[src/shared/cfg_iack_pkg.sv]
package cfg_iack_pkg;

    // ************************************************************
    // Register selects on the processor_bus slave port.
    // ************************************************************
    localparam logic [1:0] REG_SEL_CONFIG_ADDRESS = 2'h0;
    localparam logic [1:0] REG_SEL_CONFIG_DATA = 2'h1;
    localparam logic [1:0] REG_SEL_IACK_GENERATOR = 2'h2;
    localparam logic [1:0] REG_SEL_MISC_CONTROL = 2'h3;

    // ************************************************************
    // Field layout of config_cycle_address.
    // ************************************************************
    localparam int CFG_TYPE_BIT = 0;
    localparam int CFG_REG_LSB = 2;
    localparam int CFG_REG_MSB = 7;
    localparam int CFG_FUNC_LSB = 8;
    localparam int CFG_FUNC_MSB = 10;
    localparam int CFG_DEV_LSB = 11;
    localparam int CFG_DEV_MSB = 14;
    localparam int CFG_BUS_LSB = 16;
    localparam int CFG_BUS_MSB = 23;
    localparam logic [31:0] CFG_ADDR_WRITE_MASK = 32'h00ff7ffd;

    // Type 0 cycles place one-hot device selects from this bit up.
    localparam int IDSEL_BASE_BIT = 16;

    // ************************************************************
    // Field layout of miscellaneous_control.
    // ************************************************************
    localparam int MISC_MA_ACK_BIT = 0;
    localparam logic [31:0] MISC_WRITE_MASK = 32'h00000001;

    // ************************************************************
    // Reset values.
    // ************************************************************
    localparam logic [31:0] CFG_ADDR_RESET = 32'h00000000;
    localparam logic [31:0] CFG_DATA_RESET = 32'h00000000;
    localparam logic [31:0] INTERRUPT_ACK_VECTOR_RESET = 32'h00000000;
    localparam logic [31:0] MISC_RESET = 32'h00000000;

    // Read data returned when a configuration read is master-aborted.
    localparam logic [31:0] ABORT_READ_DATA = 32'hffffffff;

    // ************************************************************
    // PCI bus commands.
    // ************************************************************
    localparam logic [3:0] PCI_CMD_IACK = 4'h0;
    localparam logic [3:0] PCI_CMD_CFG_READ = 4'ha;
    localparam logic [3:0] PCI_CMD_CFG_WRITE = 4'hb;

    // Delayed transaction progress.
    typedef enum logic [1:0] {
        DT_IDLE,
        DT_ISSUE,
        DT_WAIT_PCI,
        DT_HOLD
    } dt_state_t;

endpackage

[src/rtl/pci_config_iack_generator.sv]
module pci_config_iack_generator
    import cfg_iack_pkg::*;
(
    input wire logic core_clk_i,              // Core clock, 100 MHz.
    input wire logic rst_b_i,                 // Synchronous reset, active low.
    input wire logic qb_sel_i,                // Processor access strobe, one cycle.
    input wire logic qb_wr_i,                 // High for a write access.
    input wire logic [1:0] qb_reg_i,          // Register select.
    input wire logic [31:0] qb_wdata_i,       // Write data.
    output logic qb_ack_o,                    // Normal completion pulse.
    output logic qb_retry_o,                  // Retry pulse.
    output logic qb_berr_o,                   // Bus error pulse.
    output logic [31:0] qb_rdata_o,           // Read data, valid with qb_ack_o.
    output logic pci_req_o,                   // PCI cycle request pulse.
    output logic [3:0] pci_cmd_o,             // PCI command of the request.
    output logic [31:0] pci_addr_o,           // PCI address of the request.
    output logic [31:0] pci_wdata_o,          // PCI write data of the request.
    input wire logic pci_done_i,              // PCI cycle finished, one cycle.
    input wire logic pci_master_abort_i,      // Finished cycle was master-aborted.
    input wire logic [31:0] pci_rdata_i       // Data of the finished cycle.
);

    timeunit 1ns;
    timeprecision 100ps;

    // ************************************************************
    // Operation.
    // ************************************************************

    // The block takes one processor access per cycle and answers it one cycle later with
    // exactly one of ack, retry or bus error.
    // Local registers (config_cycle_address and miscellaneous_control) answer at once.
    // Accesses that need a PCI cycle run as delayed transactions in four steps:
    // idle, issue, wait for the PCI side, and hold the result.
    // The first attempt is latched and retried, and the PCI request follows a cycle later.
    // While the PCI cycle runs, every access is retried and changes nothing.
    // Once the PCI side reports the end, the result waits in hold for the repeated access.
    // The repeat is matched on direction and register select only, so software must not
    // move the configuration address between attempts; such writes are retried anyway
    // while a result is held.
    // Only one transaction is outstanding, and a master that never repeats its access
    // leaves the block in hold for good.

    // On the PCI side pci_req_o rises for one cycle with command, address and write data
    // already standing, and these fields stay put until the next delayed access is latched, a cycle before its request.
    // pci_done_i is taken only while waiting, so a stray end pulse at any other time is
    // ignored; the PCI side must run in this clock domain.

    // ************************************************************
    // State record.
    // ************************************************************
    typedef struct packed {
        // Delayed transaction step.
        dt_state_t dt;
        // Software-visible registers.
        logic [31:0] config_cycle_address;
        logic [31:0] config_cycle_data;
        logic [31:0] interrupt_ack_generator;
        logic [31:0] miscellaneous_control;
        // The latched access and how its PCI cycle ended.
        logic pend_wr;
        logic [1:0] pend_reg;
        logic pend_abort;
        // Processor bus answer.
        logic ack;
        logic retry;
        logic berr;
        logic [31:0] rdata;
        // PCI request and the fields that travel with it.
        logic req;
        logic [3:0] cmd;
        logic [31:0] addr;
        logic [31:0] wdata;
    } gen_state_t;

    gen_state_t cur;
    gen_state_t next_cur;

    // ************************************************************
    // Helper functions.
    // ************************************************************

    // Builds the PCI configuration address from config_cycle_address.
    // Type 1 passes bus, device, function and register numbers on for a downstream bridge,
    // with the two low bits at 01.
    // Type 0 targets this bus: the device number becomes one select line from bit 16 up,
    // so only sixteen devices can be reached, and the two low bits are 00.
    // Bit 15 stays clear in both forms.
    function automatic logic [31:0] form_cfg_addr(input logic [31:0] ca);
        logic [31:0] a;
        logic [3:0] dev;
        a = 32'h00000000;
        dev = ca[CFG_DEV_MSB:CFG_DEV_LSB];
        if (ca[CFG_TYPE_BIT]) begin
            // Type 1 keeps the bus number so a downstream bridge can route it.
            a[CFG_BUS_MSB:CFG_BUS_LSB] = ca[CFG_BUS_MSB:CFG_BUS_LSB];
            a[CFG_DEV_MSB:CFG_DEV_LSB] = dev;
            a[CFG_FUNC_MSB:CFG_FUNC_LSB] = ca[CFG_FUNC_MSB:CFG_FUNC_LSB];
            a[CFG_REG_MSB:CFG_REG_LSB] = ca[CFG_REG_MSB:CFG_REG_LSB];
            a[1:0] = 2'h1;
        end else begin
            // Type 0 turns the device number into a one-hot select line.
            a[IDSEL_BASE_BIT + 32'(dev)] = 1'b1;
            a[CFG_FUNC_MSB:CFG_FUNC_LSB] = ca[CFG_FUNC_MSB:CFG_FUNC_LSB];
            a[CFG_REG_MSB:CFG_REG_LSB] = ca[CFG_REG_MSB:CFG_REG_LSB];
            a[1:0] = 2'h0;
        end
        return a;
    endfunction

    // True for accesses that must run as a delayed PCI transaction.
    // Generator writes stay local and are ignored.
    function automatic logic is_delayed(input logic wr, input logic [1:0] sel);
        return (sel == REG_SEL_CONFIG_DATA) || (sel == REG_SEL_IACK_GENERATOR && !wr);
    endfunction

    // ************************************************************
    // Next-state logic.
    // ************************************************************

    // Decodes processor accesses and walks the delayed transaction.
    // Answer and request strobes are cleared every cycle, so each one is a one-cycle pulse.
    // A master-abort on a configuration cycle ends as an ack when master_abort_acknowledge
    // is set and as a bus error otherwise, so software should keep that bit set while it
    // probes for devices.
    // Read data is zero for writes and bus errors and otherwise stands until the next answer.
    always_comb begin
        next_cur = cur;
        // Answer and request strobes last one cycle only.
        next_cur.ack = 1'b0;
        next_cur.retry = 1'b0;
        next_cur.berr = 1'b0;
        next_cur.req = 1'b0;

        case (cur.dt)
            DT_IDLE: begin
                if (qb_sel_i && is_delayed(qb_wr_i, qb_reg_i)) begin
                    // Latch the access, retry the master and queue the PCI cycle.
                    next_cur.pend_wr = qb_wr_i;
                    next_cur.pend_reg = qb_reg_i;
                    next_cur.pend_abort = 1'b0;
                    next_cur.retry = 1'b1;
                    next_cur.dt = DT_ISSUE;
                    if (qb_reg_i == REG_SEL_IACK_GENERATOR) begin
                        next_cur.cmd = PCI_CMD_IACK;
                        next_cur.addr = 32'h00000000;
                    end else if (qb_wr_i) begin
                        next_cur.config_cycle_data = qb_wdata_i;
                        next_cur.cmd = PCI_CMD_CFG_WRITE;
                        next_cur.addr = form_cfg_addr(cur.config_cycle_address);
                        next_cur.wdata = qb_wdata_i;
                    end else begin
                        next_cur.cmd = PCI_CMD_CFG_READ;
                        next_cur.addr = form_cfg_addr(cur.config_cycle_address);
                    end
                end else if (qb_sel_i) begin
                    // Local registers answer at once.
                    next_cur.ack = 1'b1;
                    next_cur.rdata = 32'h00000000;
                    case (qb_reg_i)
                        REG_SEL_CONFIG_ADDRESS: begin
                            if (qb_wr_i) begin
                                next_cur.config_cycle_address =
                                    qb_wdata_i & CFG_ADDR_WRITE_MASK;
                            end else begin
                                next_cur.rdata = cur.config_cycle_address;
                            end
                        end
                        REG_SEL_MISC_CONTROL: begin
                            if (qb_wr_i) begin
                                next_cur.miscellaneous_control =
                                    qb_wdata_i & MISC_WRITE_MASK;
                            end else begin
                                next_cur.rdata = cur.miscellaneous_control;
                            end
                        end
                        default: begin
                            // A write to the read-only generator is ignored.
                            next_cur.rdata = 32'h00000000;
                        end
                    endcase
                end
            end

            DT_ISSUE: begin
                // One request pulse per delayed transaction.
                next_cur.req = 1'b1;
                next_cur.dt = DT_WAIT_PCI;
                if (qb_sel_i) begin
                    next_cur.retry = 1'b1;
                end
            end

            DT_WAIT_PCI: begin
                // Every access is retried while the PCI cycle runs.
                if (qb_sel_i) begin
                    next_cur.retry = 1'b1;
                end
                if (pci_done_i) begin
                    // Keep the result and how the cycle ended until the repeat.
                    next_cur.pend_abort = pci_master_abort_i;
                    next_cur.dt = DT_HOLD;
                    if (cur.pend_reg == REG_SEL_IACK_GENERATOR) begin
                        next_cur.interrupt_ack_generator = pci_rdata_i;
                    end else if (!cur.pend_wr) begin
                        next_cur.config_cycle_data =
                            pci_master_abort_i ? ABORT_READ_DATA : pci_rdata_i;
                    end
                end
            end

            DT_HOLD: begin
                if (qb_sel_i && qb_wr_i == cur.pend_wr && qb_reg_i == cur.pend_reg) begin
                    // The repeated access collects the held result.
                    next_cur.dt = DT_IDLE;
                    next_cur.rdata = 32'h00000000;
                    if (cur.pend_reg == REG_SEL_IACK_GENERATOR) begin
                        // An aborted acknowledge cycle has no vector: always a bus error.
                        if (cur.pend_abort) begin
                            next_cur.berr = 1'b1;
                        end else begin
                            next_cur.ack = 1'b1;
                            next_cur.rdata = cur.interrupt_ack_generator;
                        end
                    end else if (cur.pend_abort &&
                                 !cur.miscellaneous_control[MISC_MA_ACK_BIT]) begin
                        // Aborted configuration cycle without master_abort_acknowledge.
                        next_cur.berr = 1'b1;
                    end else begin
                        next_cur.ack = 1'b1;
                        if (!cur.pend_wr) begin
                            next_cur.rdata = cur.config_cycle_data;
                        end
                    end
                end else if (qb_sel_i) begin
                    // Other accesses wait until the held result is taken.
                    next_cur.retry = 1'b1;
                end
            end

            default: begin
                next_cur.dt = DT_IDLE;
            end
        endcase
    end

    // ************************************************************
    // State register.
    // ************************************************************

    // Registers the whole state record; reset gives a quiet idle block.
    // Reset clears every register, master_abort_acknowledge included, and drops any
    // half-finished delayed transaction without an answer.
    always_ff @(posedge core_clk_i) begin
        if (!rst_b_i) begin
            cur.dt <= DT_IDLE;
            cur.config_cycle_address <= CFG_ADDR_RESET;
            cur.config_cycle_data <= CFG_DATA_RESET;
            cur.interrupt_ack_generator <= INTERRUPT_ACK_VECTOR_RESET;
            cur.miscellaneous_control <= MISC_RESET;
            cur.pend_wr <= 1'b0;
            cur.pend_reg <= REG_SEL_CONFIG_ADDRESS;
            cur.pend_abort <= 1'b0;
            cur.ack <= 1'b0;
            cur.retry <= 1'b0;
            cur.berr <= 1'b0;
            cur.rdata <= 32'h00000000;
            cur.req <= 1'b0;
            cur.cmd <= PCI_CMD_IACK;
            cur.addr <= 32'h00000000;
            cur.wdata <= 32'h00000000;
        end else begin
            cur <= next_cur;
        end
    end

    // ************************************************************
    // Outputs.
    // ************************************************************

    // Every output is a field of the registered state.
    // No logic stands between the flip-flops and the pins, so the far side sees clean edges.
    assign qb_ack_o = cur.ack;
    assign qb_retry_o = cur.retry;
    assign qb_berr_o = cur.berr;
    assign qb_rdata_o = cur.rdata;
    assign pci_req_o = cur.req;
    assign pci_cmd_o = cur.cmd;
    assign pci_addr_o = cur.addr;
    assign pci_wdata_o = cur.wdata;

endmodule

[config.mk]
export PLATFORM = sky130hd
export DESIGN_NAME = pci_config_iack_generator
export DESIGN_NICKNAME = d
export VERILOG_FILES = /design/src/shared/cfg_iack_pkg.sv /design/src/rtl/pci_config_iack_generator.sv
export SDC_FILE = /design/constraint.sdc
export NUM_CORES = 1
export LEC_CHECK = 0
export BUFFER_PORTS_ARGS = -buffer_cell sky130_fd_sc_hd__buf_2
export CAP_MARGIN = 20
export CORE_ASPECT_RATIO = 0.6
export CORE_UTILIZATION = 40
export DETAILED_ROUTE_END_ITERATION = 8
export HOLD_SLACK_MARGIN = 0.06
export PLACE_DENSITY = 0.69
export RECOVER_POWER = 100
export SKIP_CTS_REPAIR_TIMING = 1
export SLEW_MARGIN = 20
export SYNTH_ARGS = -nofsm -noshare
export SYNTH_HDL_FRONTEND = slang
export SYNTH_SLANG_ARGS = --single-unit
[constraint.sdc]
create_clock -name core_clk_i -period 2.4 [get_ports core_clk_i]
set_input_delay 0.24 -clock core_clk_i [delete_from_list [all_inputs] [get_ports core_clk_i]]
set_output_delay 0.24 -clock core_clk_i [all_outputs]
set_load 0.05 [all_outputs]
# Word-level counts from Yosys, hierarchy flattened

Index checks and enable logic that the tools add are counted.

Word-level logic and storage cells: 111
Input port bits: 72
Flip-flop bits (word level): 197

Equal/unequal tests: 18
Magnitude comparators: 2
Bitwise operators: 2
Add/sub/neg operators: 1
Multiplexer cells: 48
Reduce and logical (&&, ||, !) cells: 24

Operators by type and width:

| cell                  | count |
|---|---|
| $mux W32              | 13 |
| $pmux W32 S2          | 3 |
| $mux W33              | 2 |
| $mux W64              | 1 |
| $mux W36              | 1 |
| $mux W24              | 1 |
| $ne A2 B2 Y1 const B  | 9 |
| $mux W1               | 16 |
| $mux W8               | 2 |
| $mux W15              | 1 |
| $reduce_and A3 Y1     | 4 |
| $eq A2 B2 Y1 const B  | 5 |
| $reduce_and A5 Y1     | 2 |
| $pmux W2 S4           | 1 |
| $reduce_and A4 Y1     | 2 |
| $reduce_and A7 Y1     | 1 |
| $add A5 B4 Y6 const A | 1 |
| $ge A6 B1 Y1 const B  | 1 |
| $logic_and A1 B1 Y1   | 6 |
| $lt A6 B6 Y1 const B  | 1 |
| $mux W2               | 3 |
| $demux W1 S5          | 1 |
| $eq A2 B1 Y1 const B  | 2 |
| $logic_not A2 Y1      | 2 |
| other kinds (10)      | 14 |

# Depth between registers and ports, before layout

Word-level depth: 8
Gate-level depth with buffers: 9

# Worst setup path after synthesis

Ideal clock, no wire load.

Path kind: reg2reg
Start point: register cur[236] (netlist bit)
End point: register cur (netlist bit qb_rdata_o[2])
Slack: 551 ps
Required time: 2,284 ps
Path buffers: 2
Library setup time: 116 ps
Arrival: 1,732 ps
Cell stages (with the launch flop): 10
Path through: dfxtp_1 > inv_1 > ha_1 > buf_4 > nand2_1 > or3_1 > a21oi_4 > buf_6 > nand2_1 > o211a_1

Cells in the longest elaborated chain, start to end: 3
Elaborated cells between the ends (all ways): 8

Ends and longest elaborated chain:

| item                                                                | line                             | RTL |
|---|---|---|
| start, declared                                                     | pci_config_iack_generator.sv:76  | `gen_state_t cur;` |
| start signal, assigned                                              | pci_config_iack_generator.sv:273 | `cur <= next_cur;` |
| $eq A2 B2 Y1 / $logic_not A2 Y1 (equally long branches)             | pci_config_iack_generator.sv:135 | `case (cur.dt)` |
| $ne A2 B2 Y1 (no line) / $reduce_bool A2 Y1 (equally long branches) | -                                |  |
| $reduce_and A4 Y1 (no line)                                         | -                                |  |

Parallel ways exist; a longest one is shown, timed or not.
A chain may end at the register's enable or synchronous reset.

# Worst setup path after layout

Start point: register cur[236] (netlist bit)
End point: register cur[218] (netlist bit)

Cells in the longest elaborated chain, start to end: 2

Ends and longest elaborated chain:

| item                        | line |
|---|---|
| $logic_not A2 Y1            | pci_config_iack_generator.sv:135 |
| $reduce_and A5 Y1 (no line) | - |

Every way passes these cells.

==> impl_metrics.toml <==
[status]
outcome = "finished clean"

[drt]
wl_per_cell_um = 19.23
dr.first_iter.drc_count = 1040
vias = 8146
viasPerCell = 5.463
antenna_left = 0
routed_wl_mm = 28.67
drc = 0
first_pass_iters = 9

[pwr]
switchingPower_uw = 3184
p_clk_share_pct = 33.7
power_frac_comb_pct = 25.0
intPower_uw = 5754
sw_frac_of_total_pct = 35.63
ir_worst_vdd_uv = 548.5
power_leakage_uw = 0.003795
cellPowerDensity_nw_per_um2 = 868.7
p_total_uw = 8938
power_frac_seq_pct = 41.3

[die]
die_w_um = 198.9
initial_core_util_pct = 41.45
die_h_um = 120.1
rows = 42
coreArea_um2 = 22440
io_pins = 176
fp.dieArea_um2 = 23890

[place]
preCtsSetupSlack_ns = 0.1129
placement.io_buffers = 172
place.detailed.hpwl_mm = 20.06
gp_congestion = 0.8872
placed_area_um2 = 9753

[logic_synthesis]
yosys.area.top_type = "dfxtp_1"
ys_seq_area_share_pct = 41.54
synth.area.top_cells = "dfxtp_1 (42%), nand2_1 (10%), buf_4 (8.6%)"
yosys_most_used_dff = "dfxtp_1"
synth_async_sr_flop_share_pct = 0
synth_edf_count = 0
synth_warnings = 0
synth_top_cell_area_share_pct = 41.54
syn_inst = 1127
syn_area_um2 = 9301
ys_seq_elements = 193
synth_cell_types = 56
syn_avg_cell_area_um2 = 8.253

[final_layout]
final_nets = 1249
finalCoreUtilization_pct = 45.86
final_common_cell = "nand2_1"
syn_to_final_growth_pct = 10.63
layout_common_cells = "nand2_1 (249), dfxtp_1 (193), a21boi_0 (103), clkbuf_1 (103), o21ai_0 (78)"
drive_above_1_share_pct = 12.61
fill_cells = 2263
design_area_um2 = 10290

[cts]
numCtsBuffers = 17
clock-sinks = 193
htreeDepth = 4
clockBufferDepth = 2
cts_tree = "done"
clk_latency_ns = 0.44
cts.clk_slew.worst_paths_ns = 0.08
cts-root-buf = "clkbuf_16"

[worst_setup_path]
critical_path.cell_chain = "inv_1 > ha_1 > nand2_1 > nor3b_1 > clkbuf_2 > nand3_1 > a21boi_0"
start_kind = "register"
slowest_stage = "nor3b_1"
critPathTopFamily = "simple AND/OR/NAND/NOR gates"
cp_max_fo = 12
endpoint_kind = "register"
reg2reg_slack_ns = 0.16
slowest_delay_ns = 0.71
worstPathArrival_ns = 2.61
crit_buf_inv = 2
worstPathRequired_ns = 2.77
crit_type = "reg2reg"

[global_route]
grt_overflow = 0
first_global_vias = 7373
grt_util_all_layers_pct = 24.36
antenna_found_initial = 3
grt_pass1_wl_mm = 44.09
grt_start_max_net_pins = 75

[timing]
rsz0062_at_grt = "no"
hold_viol = 0
finalSetupViolCount = 0
max_slew_margin_pct = 22.26
tightest_slew_ns = 1.165
fmax_mhz = 445.9
clock_skew_ns = 0.01198
timing.final.ws_setup_ns = 0.1571
period_share_pct = 93.45
final_max_slew_viol_count = 0
finalCriticalPeriod_ns = 2.243
setup_tns_ns = 0

[job]
maxCapViolCount = 0

[min_path]
hold_path.class = "in2reg"
==> metal layers <==
metal | wire length (µm) | vias up | GRT usage, %
met5 | 31 | - | 0
met4 | 309 | 4 | 4.760
met3 | 3402 | 29 | 8.151
met2 | 10590 | 411 | 30.64
met1 | 14340 | 3833 | 38.55
li1 | - | 3869 | -
==> cell type report <==
cell class	instances	area (µm²)	area share [%]
Multi-Input combinational cell	701	4136	40.20
Sequential cell	193	3864	37.55
Timing Repair Buffer	218	1139	11.07
Clock buffer	19	452.9	4.402
Tap cell	308	385.4	3.745
Clock inverter	13	167.7	1.629
Inverter	38	142.6	1.386
Antenna cell	1	2.502	0.02432
==> synth_stat cells (2+ instances only) <==
cell and n:
a21boi_0 92, a21boi_1 16, a21oi_1 7, a221oi_1 3, a222oi_1 20, a22o_1 10, a22oi_1 13, a32oi_1 6
and2_1 6, buf_1 3, buf_2 9, buf_4 106, buf_6 2, clkbuf_1 73, clkbuf_2 4, dfxtp_1 193
ha_1 8, inv_1 37, nand2_1 249, nand2b_1 4, nand3_1 34, nand3b_1 10, nand4_1 34, nor2_1 7
nor2b_1 18, nor2b_2 2, o211a_1 22, o211ai_1 32, o21ai_0 76, o21ai_1 3, xnor2_1 3
==> power by group through the flow <==
stage	Clock, µW	Sequential (µW)	Combinational, µW
floorplan	0	3710	1700
global placement	0	3750	2220
detailed placement	0	3750	2260
CTS	3060	3680	2260
global route	3220	3720	2410
finish	3010	3690	2240
==> worst min-delay path: stages <==
cell and delay [ns]:
buf_2 0.10, nand2_1 0.05, a21boi_0 0.06
==> registers in the layout, indices dropped and copies added (netlist names) <==
signal / count
cur: 93
pci_addr_o: 30
pci_cmd_o: 2
pci_req_o: 1
pci_wdata_o: 32
qb_ack_o: 1
qb_berr_o: 1
qb_rdata_o: 32
qb_retry_o: 1
==> logic make-up (layout without fill, tap and decap cells) <==
group           after synthesis  in the layout  share of synthesized area (%)
compound gates              306            306                          23.98
xor+xnor                      3              3                         0.2825
fa+ha+maj                     8              8                          1.076
buf+inv                     235            288                          14.10
flops                       193            193                          41.54
mux                           1              1                         0.1076
other cells                   1              4                        0.04032
simple gates                380            380                          18.87
==> final timing paths <==
path,start,end,cells after the start
worst max register to register,cur[236],cur[218],7
worst max-delay path,cur[236],cur[218],7
worst min register to register,qb_rdata_o[15],qb_rdata_o[15],2
worst min-delay path,pci_rdata_i[19],cur[159],3
==> through the flow <==
step,instances,hold slack [ns]
global route,1490,0.06004
CTS,1482,0.03159
detailed placement,1450,0.4462
floorplan,1129,0.3748
global placement,1450,0.4383
finish,1491,0.05037
No activity file was read; power rests on OpenSTA's default activity.
